===== src/oscsw_pkg.sv =====
package oscsw_pkg;

  // ----------------------------------------------------------------
  // register map (word offsets are byte addresses)
  // ----------------------------------------------------------------
  localparam logic [3:0] OSCSW_ADDR_CONTROL = 4'h0;
  localparam logic [3:0] OSCSW_ADDR_STATUS = 4'h4;
  localparam logic [3:0] OSCSW_ADDR_UNLOCK = 4'h8;

  // oscillator control field positions
  localparam int OSCSW_CUR_LSB = 12;
  localparam int OSCSW_REQ_LSB = 8;
  localparam int OSCSW_FREEZE_BIT = 7;
  localparam int OSCSW_PLL_LOCK_BIT = 5;
  localparam int OSCSW_FAIL_BIT = 3;
  localparam int OSCSW_SEC_EN_BIT = 1;
  localparam int OSCSW_REQ_BIT = 0;

  // configuration word field positions
  localparam int OSCSW_CFG_SWMON_HI = 7;
  localparam int OSCSW_CFG_SWMON_LO = 6;
  localparam int OSCSW_CFG_INIT_LSB = 8;
  localparam int OSCSW_CFG_SUBMODE_LSB = 0;
  localparam int OSCSW_CFG_PINFUNC_BIT = 2;

  // unlock keys, upper byte then lower byte
  localparam logic [7:0] OSCSW_KEY_HI_A = 8'h78;
  localparam logic [7:0] OSCSW_KEY_HI_B = 8'h9a;
  localparam logic [7:0] OSCSW_KEY_LO_A = 8'h46;
  localparam logic [7:0] OSCSW_KEY_LO_B = 8'h57;

  // erased configuration values
  localparam logic [2:0] OSCSW_ERASED_SOURCE = 3'h7;
  localparam logic [1:0] OSCSW_SUBMODE_INTERNAL = 2'h3;

  // settle cycles of the new clock before switching
  localparam int OSCSW_SETTLE_CYCLES = 10;
  localparam int OSCSW_TUNE_W = 6;

  // ----------------------------------------------------------------
  // clock sources and submodes
  // ----------------------------------------------------------------
  typedef enum logic [2:0] {
    OSCSW_SRC_FAST_RC = 3'h0,
    OSCSW_SRC_FAST_RC_MULT = 3'h1,
    OSCSW_SRC_PRIMARY = 3'h2,
    OSCSW_SRC_PRIMARY_MULT = 3'h3,
    OSCSW_SRC_SECONDARY = 3'h4,
    OSCSW_SRC_LOW_POWER_RC = 3'h5,
    OSCSW_SRC_RESERVED = 3'h6,
    OSCSW_SRC_FAST_RC_DIV = 3'h7
  } oscsw_src_type;

  typedef enum logic [1:0] {
    OSCSW_SUB_EXTERNAL = 2'h0,
    OSCSW_SUB_STD_CRYSTAL = 2'h1,
    OSCSW_SUB_HS_CRYSTAL = 2'h2,
    OSCSW_SUB_INTERNAL = 2'h3
  } oscsw_sub_type;

  // analog oscillator status, grouped
  typedef struct packed {
    logic new_src_ready;
    logic pll_locked;
    logic new_clk_tick;
    logic clock_failure;
  } oscsw_osc_stat_type;

  // oscillator steering outputs, grouped
  typedef struct packed {
    oscsw_src_type active_source;
    oscsw_src_type target_source;
    logic target_enable;
    oscsw_sub_type primary_submode;
    logic second_pin_clock_out;
    logic secondary_osc_run;
    logic monitor_enable;
    logic [OSCSW_TUNE_W-1:0] fast_rc_tune;
  } oscsw_osc_ctl_type;

endpackage


===== src/oscsw_top.sv =====
// Chosen here: the Wishbone interface to the registers and the address map.
`timescale 1ns/1ns
// Notes on behaviour
// - two-bit switch/monitor config field at word bits 7:6 decides switching and monitor
// - software switching allowed only when upper config bit is zero
// - fail-safe monitor enabled only when both config bits are zero
// - power-on source taken from three-bit initial source field
// - primary submode from two-bit field; internal and secondary use 11
// - erased device starts on fast RC with postscaler, 111 and 11
// - second oscillator pin function follows separate config bit for internal modes
// - current source read-only at bits 14:12, same encoding
// - requested source writable at bits 10:8; both reset from initial source
// - bit 7 settable-only freeze; blocks switching while monitor enabled
// - bit 5 high when PLL locked, low when unlocked or disabled
// - PLL status cleared on valid switch start and non-PLL mode
// - bit 3 set by clock failure, software may only clear it
// - bit 1 runs the secondary oscillator, resets to zero
// - software sets bit 0 to switch; device clears it when done
// - unimplemented bits 15, 11, 6, 4, 2 read as zero
// - fast RC tune code steps frequency over about twelve percent
// - redundant request to current source aborts and clears request bit
// - after ready and lock wait ten new-clock cycles, then copy source
// - switching disabled holds request at zero, requested field ignored
module oscsw_top #(
  parameter int SETTLE_CYCLES = oscsw_pkg::OSCSW_SETTLE_CYCLES
) (
  input wire logic clock,
  input wire logic rstn,
  input wire logic clk_en,
  input wire logic [15:0] config_word,
  input wire logic [3:0] wb_adr_i,
  input wire logic [31:0] wb_dat_i,
  output logic [31:0] wb_dat_o,
  input wire logic [3:0] wb_sel_i,
  input wire logic wb_we_i,
  input wire logic wb_cyc_i,
  input wire logic wb_stb_i,
  output logic wb_ack_o,
  input wire oscsw_pkg::oscsw_osc_stat_type osc_stat,
  output oscsw_pkg::oscsw_osc_ctl_type osc_ctl
);
  import oscsw_pkg::*;
  initial begin
    if (SETTLE_CYCLES < 1 || SETTLE_CYCLES > 255) begin
      $error("oscsw_top: SETTLE_CYCLES out of range");
    end
  end

  typedef enum logic [1:0] {OSCSW_ST_IDLE, OSCSW_ST_WAIT_READY,
    OSCSW_ST_SETTLE} oscsw_state_type;

  // ----------------------------------------------------------------
  // configuration capture
  // ----------------------------------------------------------------
  // config word caught once after reset release, through a synchroniser
  logic [15:0] cfg_s1_reg, cfg_s2_reg, cfg_s3_reg, cfg_reg;
  logic [15:0] cfg_s1_next, cfg_s2_next, cfg_s3_next, cfg_next;
  logic cfg_valid_reg, cfg_valid_next;
  logic switch_permit, monitor_on;
  oscsw_src_type init_source;
  oscsw_sub_type submode;

  assign switch_permit = cfg_valid_reg && !cfg_reg[OSCSW_CFG_SWMON_HI];
  assign monitor_on = switch_permit && !cfg_reg[OSCSW_CFG_SWMON_LO];
  assign init_source = oscsw_src_type'(cfg_reg[OSCSW_CFG_INIT_LSB +: 3]);
  assign submode = oscsw_sub_type'(cfg_reg[OSCSW_CFG_SUBMODE_LSB +: 2]);

  always_comb begin
    cfg_s1_next = config_word;
    cfg_s2_next = cfg_s1_reg;
    cfg_s3_next = cfg_s2_reg;
    cfg_next = cfg_reg;
    cfg_valid_next = cfg_valid_reg;
    // take the word once the last two stages agree
    if (!cfg_valid_reg && cfg_s2_reg == cfg_s3_reg) begin
      cfg_next = cfg_s3_reg;
      cfg_valid_next = 1'b1;
    end
  end

  always_ff @(posedge clock or negedge rstn) begin
    if (!rstn) begin
      cfg_s1_reg <= '1;
      cfg_s2_reg <= '0;
      cfg_s3_reg <= '1; // differs from stage two, so no capture before the word arrives
      cfg_reg <= '1; // erased: fast RC divided, internal submode
      cfg_valid_reg <= 1'b0;
    end else if (clk_en) begin
      cfg_s1_reg <= cfg_s1_next;
      cfg_s2_reg <= cfg_s2_next;
      cfg_s3_reg <= cfg_s3_next;
      cfg_reg <= cfg_next;
      cfg_valid_reg <= cfg_valid_next;
    end
  end

  // ----------------------------------------------------------------
  // status input synchroniser
  // ----------------------------------------------------------------
  logic [3:0] st_s1_reg, st_s2_reg, st_s3_reg, st_reg;
  logic [3:0] st_s1_next, st_s2_next, st_s3_next, st_next;
  oscsw_osc_stat_type st;

  always_comb begin
    st_s1_next = osc_stat;
    st_s2_next = st_s1_reg;
    st_s3_next = st_s2_reg;
    st_next = st_reg;
    // a bit changes only when stages two and three agree
    for (int i = 0; i < 4; i++) begin
      if (st_s2_reg[i] == st_s3_reg[i]) begin
        st_next[i] = st_s3_reg[i];
      end
    end
  end

  always_ff @(posedge clock or negedge rstn) begin
    if (!rstn) begin
      st_s1_reg <= '0;
      st_s2_reg <= '0;
      st_s3_reg <= '0;
      st_reg <= '0;
    end else if (clk_en) begin
      st_s1_reg <= st_s1_next;
      st_s2_reg <= st_s2_next;
      st_s3_reg <= st_s3_next;
      st_reg <= st_next;
    end
  end

  assign st = oscsw_osc_stat_type'(st_reg);

  // ----------------------------------------------------------------
  // registers, unlock and switch sequencer
  // ----------------------------------------------------------------
  logic [1:0] key_hi_reg, key_hi_next, key_lo_reg, key_lo_next;
  oscsw_src_type cur_reg, cur_next, req_reg, req_next;
  logic freeze_reg, freeze_next, lock_reg, lock_next, fail_reg, fail_next;
  logic sec_en_reg, sec_en_next, swreq_reg, swreq_next;
  logic [OSCSW_TUNE_W-1:0] tune_reg, tune_next;
  logic [7:0] settle_reg, settle_next;
  logic tick_d_reg, tick_d_next;
  logic ack_reg, ack_next;
  logic [31:0] rdata_reg, rdata_next;
  logic src_loaded_reg, src_loaded_next;
  oscsw_state_type state_reg, state_next;
  logic bus_req, wr, tick_edge, uses_pll;
  logic [15:0] ctl_word;
  assign bus_req = wb_cyc_i && wb_stb_i && !ack_reg;
  assign wr = bus_req && wb_we_i;
  assign tick_edge = st.new_clk_tick && !tick_d_reg;
  assign uses_pll = (cur_reg == OSCSW_SRC_PRIMARY_MULT) || (cur_reg == OSCSW_SRC_FAST_RC_MULT);
  // readback word, unimplemented bits zero
  always_comb begin
    ctl_word = '0;
    ctl_word[OSCSW_CUR_LSB +: 3] = cur_reg;
    ctl_word[OSCSW_REQ_LSB +: 3] = req_reg;
    ctl_word[OSCSW_FREEZE_BIT] = freeze_reg;
    ctl_word[OSCSW_PLL_LOCK_BIT] = lock_reg;
    ctl_word[OSCSW_FAIL_BIT] = fail_reg;
    ctl_word[OSCSW_SEC_EN_BIT] = sec_en_reg;
    ctl_word[OSCSW_REQ_BIT] = swreq_reg;
  end

  always_comb begin
    key_hi_next = key_hi_reg;
    key_lo_next = key_lo_reg;
    cur_next = cur_reg;
    req_next = req_reg;
    freeze_next = freeze_reg;
    lock_next = lock_reg;
    fail_next = fail_reg;
    sec_en_next = sec_en_reg;
    swreq_next = swreq_reg;
    tune_next = tune_reg;
    settle_next = settle_reg;
    state_next = state_reg;
    src_loaded_next = src_loaded_reg;
    tick_d_next = st.new_clk_tick;
    ack_next = bus_req;
    rdata_next = rdata_reg;
    // sources load from configuration once it is captured
    if (cfg_valid_reg && !src_loaded_reg) begin
      cur_next = init_source;
      req_next = init_source;
      src_loaded_next = 1'b1;
    end
    // reads
    if (bus_req && !wb_we_i) begin
      case (wb_adr_i)
        OSCSW_ADDR_CONTROL: rdata_next = {16'h0000, ctl_word};
        OSCSW_ADDR_STATUS: rdata_next = {24'h000000, 2'h0, tune_reg};
        OSCSW_ADDR_UNLOCK: rdata_next = {28'h0000000, key_hi_reg, key_lo_reg};
        default: rdata_next = 32'h00000000;
      endcase
    end
    // writes; keys arm a byte only for the very next byte write
    if (wr && wb_adr_i == OSCSW_ADDR_CONTROL && wb_sel_i[1]) begin
      key_hi_next = 2'h0;
      if (key_hi_reg == 2'h2) begin
        if (!(monitor_on && freeze_reg)) begin
          req_next = oscsw_src_type'(wb_dat_i[OSCSW_REQ_LSB +: 3]);
        end
      end else if (key_hi_reg == 2'h1 && wb_dat_i[15:8] == OSCSW_KEY_HI_B) begin
        key_hi_next = 2'h2;
      end else if (wb_dat_i[15:8] == OSCSW_KEY_HI_A) begin
        key_hi_next = 2'h1;
      end
    end
    if (wr && wb_adr_i == OSCSW_ADDR_CONTROL && wb_sel_i[0]) begin
      key_lo_next = 2'h0;
      if (key_lo_reg == 2'h2) begin
        if (wb_dat_i[OSCSW_FREEZE_BIT]) begin
          freeze_next = 1'b1; // settable only
        end
        if (!wb_dat_i[OSCSW_FAIL_BIT]) begin
          fail_next = 1'b0; // clearable only
        end
        sec_en_next = wb_dat_i[OSCSW_SEC_EN_BIT];
        if (wb_dat_i[OSCSW_REQ_BIT] && switch_permit && !(monitor_on && freeze_reg)) begin
          swreq_next = 1'b1;
        end
      end else if (key_lo_reg == 2'h1 && wb_dat_i[7:0] == OSCSW_KEY_LO_B) begin
        key_lo_next = 2'h2;
      end else if (wb_dat_i[7:0] == OSCSW_KEY_LO_A) begin
        key_lo_next = 2'h1;
      end
    end
    if (wr && wb_adr_i == OSCSW_ADDR_STATUS && wb_sel_i[0]) begin
      tune_next = wb_dat_i[OSCSW_TUNE_W-1:0];
    end
    // switch sequencer
    case (state_reg)
      OSCSW_ST_IDLE: begin
        if (swreq_reg) begin
          if (req_reg == cur_reg) begin
            swreq_next = 1'b0; // redundant, abort
          end else begin
            lock_next = 1'b0;
            fail_next = 1'b0;
            state_next = OSCSW_ST_WAIT_READY;
          end
        end
      end
      OSCSW_ST_WAIT_READY: begin
        settle_next = 8'(SETTLE_CYCLES);
        if (st.new_src_ready && (st.pll_locked || !(req_reg == OSCSW_SRC_PRIMARY_MULT
            || req_reg == OSCSW_SRC_FAST_RC_MULT))) begin
          state_next = OSCSW_ST_SETTLE;
        end
      end
      OSCSW_ST_SETTLE: begin
        if (tick_edge) begin
          if (settle_reg == 8'h01) begin
            cur_next = req_reg;
            swreq_next = 1'b0;
            state_next = OSCSW_ST_IDLE;
          end else begin
            settle_next = settle_reg - 8'h01;
          end
        end
      end
      default: state_next = OSCSW_ST_IDLE;
    endcase
    // pll status follows lock outside a switch, low for non-pll modes
    if (state_reg == OSCSW_ST_IDLE && !(swreq_reg && req_reg != cur_reg)) begin
      lock_next = uses_pll && st.pll_locked;
    end
    if (!switch_permit) begin
      swreq_next = 1'b0;
      state_next = OSCSW_ST_IDLE;
    end
    // hardware set wins over software clear
    if (monitor_on && st.clock_failure) begin
      fail_next = 1'b1;
    end
  end

  always_ff @(posedge clock or negedge rstn) begin
    if (!rstn) begin
      key_hi_reg <= 2'h0;
      key_lo_reg <= 2'h0;
      cur_reg <= OSCSW_SRC_FAST_RC_DIV;
      req_reg <= OSCSW_SRC_FAST_RC_DIV;
      freeze_reg <= 1'b0;
      lock_reg <= 1'b0;
      fail_reg <= 1'b0;
      sec_en_reg <= 1'b0;
      swreq_reg <= 1'b0;
      tune_reg <= '0;
      settle_reg <= 8'h00;
      tick_d_reg <= 1'b0;
      ack_reg <= 1'b0;
      rdata_reg <= 32'h00000000;
      src_loaded_reg <= 1'b0;
      state_reg <= OSCSW_ST_IDLE;
    end else if (clk_en) begin
      key_hi_reg <= key_hi_next;
      key_lo_reg <= key_lo_next;
      cur_reg <= cur_next;
      req_reg <= req_next;
      freeze_reg <= freeze_next;
      lock_reg <= lock_next;
      fail_reg <= fail_next;
      sec_en_reg <= sec_en_next;
      swreq_reg <= swreq_next;
      tune_reg <= tune_next;
      settle_reg <= settle_next;
      tick_d_reg <= tick_d_next;
      ack_reg <= ack_next;
      rdata_reg <= rdata_next;
      src_loaded_reg <= src_loaded_next;
      state_reg <= state_next;
    end
  end

  // ----------------------------------------------------------------
  // outputs
  // ----------------------------------------------------------------
  assign wb_ack_o = ack_reg;
  assign wb_dat_o = rdata_reg;

  always_comb begin
    osc_ctl.active_source = cur_reg;
    // requested field steers nothing unless switching is permitted
    osc_ctl.target_source = switch_permit ? req_reg : cur_reg;
    osc_ctl.target_enable = (state_reg != OSCSW_ST_IDLE);
    osc_ctl.primary_submode = (cur_reg == OSCSW_SRC_PRIMARY || cur_reg == OSCSW_SRC_PRIMARY_MULT)
        ? submode : OSCSW_SUB_INTERNAL;
    osc_ctl.second_pin_clock_out = (osc_ctl.primary_submode == OSCSW_SUB_INTERNAL)
        && cfg_reg[OSCSW_CFG_PINFUNC_BIT];
    osc_ctl.secondary_osc_run = sec_en_reg || cur_reg == OSCSW_SRC_SECONDARY;
    osc_ctl.monitor_enable = monitor_on;
    osc_ctl.fast_rc_tune = tune_reg;
  end

endmodule


===== config.mk =====
export PLATFORM = sky130hd
export DESIGN_NAME = oscsw_top
export DESIGN_NICKNAME = d
export VERILOG_FILES = /design/src/oscsw_pkg.sv /design/src/oscsw_top.sv
export SDC_FILE = /design/constraint.sdc
export NUM_CORES = 1
export LEC_CHECK = 0
export BUFFER_PORTS_ARGS = -buffer_cell sky130_fd_sc_hd__buf_4
export CAP_MARGIN = 5
export CELL_PAD_IN_SITES_DETAIL_PLACEMENT = 1
export CELL_PAD_IN_SITES_GLOBAL_PLACEMENT = 2
export CORE_AREA = 2 2 125 127
export DETAILED_ROUTE_END_ITERATION = 10
export DIE_AREA = 0 0 127 129
export PLACE_DENSITY = 0.88
export SLEW_MARGIN = 20
export SYNTH_ARGS = -nofsm -noshare
export SYNTH_HDL_FRONTEND = slang
export SYNTH_SLANG_ARGS = --single-unit
export TNS_END_PERCENT = 5

===== constraint.sdc =====
create_clock -name clock -period 6.05 [get_ports clock]
set_clock_uncertainty 0.05 [all_clocks]
set_input_delay 0.3025 -clock clock [delete_from_list [all_inputs] [get_ports clock]]
set_output_delay 0.3025 -clock clock [all_outputs]
set_load 0.02 [all_outputs]

* Word level (Yosys, flattened, before mapping)
Cells that the tools add are included.
** Operators by class
- Add/sub/neg operators :: 1
- Equal/unequal tests :: 35
- Mux-type cells :: 47
- Reductions and logical operators :: 61
** Operators with widths (number)
- $pmux 15 s3 :: 1
- $mux 3 :: 9
- $logic_and 1x1->1 :: 25
- $eq 8x7->1 const B :: 3
- $mux 2 :: 11
- $mux 1 :: 21
- $reduce_and 2->1 :: 10
- $eq 16x16->1 :: 1
- $mux 8 :: 2
- $pmux 8 s2 :: 1
- $ne 3x3->1 const B :: 5
- $reduce_and 4->1 :: 3
- $logic_not 1->1 :: 10
- $eq 3x2->1 const B :: 3
- $eq 2x2->1 const B :: 4
- $eq 8x1->1 const B :: 1
- $eq 8x8->1 const B :: 1
- $reduce_bool 2->1 :: 4
- $sub 8x1->8 const B :: 1
- $eq 2x1->1 const B :: 3
- $eq 3x1->1 const B :: 2
- $pmux 2 s3 :: 1
- $reduce_and 6->1 :: 1
- $logic_or 1x1->1 :: 5
- 12 further kinds :: 16
** Storage, ports and cells
- Flip-flop bits (word level) :: 142
- Input port bits :: 66

* Depth between registers and ports, before layout
- Depth after elaboration :: 13
- Depth in mapped cells :: 7

* Worst setup path before layout
OpenSTA, ideal clock, no wires.
- Path kind :: register -> register
- Start point :: register cfg_s3_reg[12]
- End point :: register cfg_reg[0]
- Library setup time :: 0.082 ns
- Arrival :: 2.061 ns
- Required time :: 5.918 ns
- Slack :: 3.857 ns
- Stages on the path, launching flop included :: 6
- Buffers on the path :: 0
- Period minus slack after synthesis :: 2.193 ns
- Path through :: dfstp_2 > xnor2_1 > nand4_1 > or4_4 > nor4_4 > mux2_2
** On the way
- Word-level cells in the longest chain between the ends :: 3
** RTL lines
- start: declaration :: line oscsw_top.sv:56 : logic [15:0] cfg_s1_reg, cfg_s2_reg, cfg_s3_reg, cfg_reg;
- start signal: assignment :: line oscsw_top.sv:91 : cfg_s3_reg <= cfg_s3_next;
- $eq 16x16->1 :: line oscsw_top.sv:75 : if (!cfg_valid_reg && cfg_s2_reg == cfg_s3_reg) begin
- $logic_and 1x1->1 :: line oscsw_top.sv:75
- $reduce_and 2->1 (no line)
- end signal: assignment :: line oscsw_top.sv:92 : cfg_reg <= cfg_next;
- end: declaration :: line oscsw_top.sv:56
Every way passes these cells.
A chain may end at the register's enable or synchronous reset.

* Worst setup path in the final report
- Start point :: input clk_en
- End point :: register cfg_reg[1]
** On the way
- Word-level cells in the longest chain between the ends :: 1
** RTL lines
- start: declaration :: line oscsw_top.sv:29 : input wire logic clk_en,
- $reduce_and 2->1 (no line)
Every way passes these cells.

==> impl_metrics.yaml <==
detailed_routing:
  final_antenna_net_count: 0
  dr_total_vias: 3868
  drc: 0
  wl_per_cell_um: 16.9
  vias_per_cell: 5.13
  dr.pass1.iters: 4
  routed_wl_mm: 12.8
  drtIter0Drc: 168
pwr:
  totalPowerFinal_w: 0.00228
  p_per_area_nw_per_um2: 331
  p_leak_nw: 3.02
  ir_worst_vdd_v: 0.000214
layout:
  syn2layout_area_growth_pct: 23.8
  nNetsFinal: 621
  fin_area_sq_um: 6900
  antenna-diode-count: 0
  final_core_util: 0.460
  drive_above_1_share: 0.431
clock_network:
  cts_buffer_depth: 2
  cts_sinks: 120
  cts_tree: "built"
  clk_pin_slew_worst_paths_ps: 60
  insertion_delay_ps: 430
  htreeDepth: 4
  cts-root-buf: "clkbuf_16"
  cts_buffers: 17
  cts_setup_buffers: 0
synthesis:
  ys_ff_latch: 120
  synth_edf_count: 0
  yosys_warnings: 0
  async_flop_share: 1.00
  synthTopCellsByArea: "dfrtp_1 (33%), dfstp_2 (22%), mux2_2 (15%), xnor2_1 (3.1%), nand2_1 (3.1%)"
  ys_types: 47
  ys.flop_type: "dfrtp_1"
  synth_area_per_cell_sq_um: 11.8
  synth_top_area_frac: 0.332
  synth-seq-area-share: 0.549
  synth_area_sq_um: 5570
  yosys.area.top_type: "dfrtp_1"
  syn_inst: 472
sta:
  max_freq_mhz: 355
  period_needed_ps: 2820
  finalHoldViolCount: 0
  setup_viol: 0
  period_share: 0.466
  drv_slew: 0
  slew_headroom: 0.339
  rsz0062_at_grt: "false"
  fin_setup_tns_ps: 0
  tightestPinTransition_ps: 992
global_routing:
  grt_pass1_vias: 4069
  grt_max_degree: 87
  grt_use_total: 0.166
  grt_remaining_overflow: 0
  antenna_found_initial: 0
  grt_pass1_wl_mm: 20.9
die:
  io_pins: 117
  fp.dieH_um: 129
  die-area_sq_um: 16400
  coreArea_sq_um: 15000
  initial_core_util: 0.372
  die_x_um: 127
  rows: 45
placement:
  numPortBuffers: 79
  gp_congestion: 0.764
  postPlaceCellArea_sq_um: 6260
  dpl.hpwl_mm: 8.89
setup_path:
  worstSetupEndpointType: "flop"
  cp.arrival_ps: 3120
  crit_type: "input pin to flop"
  slowest_stage: "buf_4"
  cpPeakStageDelay_ps: 700
  critPathMaxFanout: 86
  crit_required_ps: 6350
  crit_chain: "buf_4 -> inv_1 -> or4_4 -> nor4_4 -> mux2_2"
  start_kind: "input pin"
min_path:
  min_path_type: "input pin to flop"
outcome:
  status: "finished, final reports clean"
flow_run:
  drv_cap: 0
[power breakdown]
part	leakage [nW]	switching, W	internal, W
registers	1.42	0.0000710	0.000914
clock network	0.295	0.000367	0.000679
logic	1.30	0.000124	0.000128
[cell families after synthesis]
| family | synth area share |
|---|---|
| AOI/OAI and AO/OA | 0.0647 |
| DFF | 0.549 |
| muxes | 0.162 |
| buffers and inverters | 0.0447 |
| and+or+nand+nor | 0.141 |
| xor gates and xnor gates | 0.0330 |
| other | 0.000673 |
| adders and majority gates | 0.00449 |
[stage by stage]
stage	setup WS [ps]	hold slack, ps	cells
3_3_place_gp	2870	386	721
5_1_grt	3020	44.6	754
6_report	3230	58.2	754
2_1_floorplan	3860	-43.1	490
3_5_place_dp	2790	390	721
4_1_cts	3200	36.0	754
[synthesized netlist by cell type (6+ instances only)]
cell type and number:
nand3_1 18, nor2_1 14, clkbuf_1 17, o21ai_0 26, dfstp_2 46, buf_4 20, mux2_2 75, mux2i_1 6
xnor2_1 20, a21oi_1 16, nand2_1 46, inv_1 8, nor3_1 9, nand4_1 11, dfrtp_1 74
[worst paths after layout]
check | start | end | slack, ps | depth (start not counted)
worst max-delay path | clk_en | cfg_reg[1] | 3230 | 5
worst min-delay path | config_word[11] | cfg_s1_reg[11] | 60 | 2
worst max register to register | settle_reg[3] | state_reg[1] | 3570 | 5
worst min register to register | wb_dat_o[5] | wb_dat_o[5] | 440 | 2
max in group asynchronous | rstn | cfg_s2_reg[15] | 4270 | 3
min in group asynchronous | rstn | wb_dat_o[12] | 470 | 2
[placed cells by master (no fill, tap or decap), drive strengths merged, types with 2 or more instances in the layout]
| cell type | n |
|---|---|
| nor4bb | 2 |
| nor4b | 2 |
| clkbuf | 21 |
| bufinv | 3 |
| o21ai | 26 |
| or3 | 3 |
| clkinvlp | 3 |
| buf | 81 |
| a22oi | 2 |
| nand4 | 11 |
| ha | 2 |
| nand2 | 46 |
| conb | 19 |
| nand2b | 4 |
| a21o | 5 |
| and3b | 2 |
| nand3b | 2 |
| nand3 | 18 |
| nor2 | 14 |
| inv | 9 |
| and2 | 3 |
| or4 | 4 |
| a21oi | 16 |
| or3b | 2 |
| dfrtp | 74 |
| nor2b | 5 |
| o41ai | 2 |
| or2 | 3 |
| nor3b | 2 |
| nor3 | 9 |
| mux2 | 75 |
| dfstp | 46 |
| o31ai | 5 |
| mux2i | 6 |
| clkinv | 4 |
| nor4 | 5 |
| xnor2 | 20 |
[worst max-delay path, delay by kind of cell]
kind / cells / cell delay (ps)
simple gates: 2 / 1220
buf+inv: 2 / 1110
mux: 1 / 410
[layout make-up]
class / instances / area (sq um)
fill: 1603 / 8080
sequential: 120 / 3060
multi-input combinational: 324 / 2340
timing repair buffer: 82 / 618
clock buffer: 21 / 470
tap: 188 / 235
clock inverter: 11 / 145
inverter: 8 / 30.0
[routing by layer]
| layer | global-route usage | up-vias | wire, um |
|---|---|---|---|
| li1 | - | 1797 | - |
| met1 | 0.196 | 1965 | 5470 |
| met2 | 0.286 | 92 | 6480 |
| met3 | 0.0536 | 14 | 636 |
| met4 | 0.0614 | 0 | 169 |
| met5 | 0 | - | 0 |
[repair_timing]
item                                    CTS  global route
endpoints found under the setup margin    0             0
endpoints found under the hold margin    55             0
hold buffers                              1             0
resized for setup                         0             0
No activity file was read; power rests on OpenSTA's default activity.
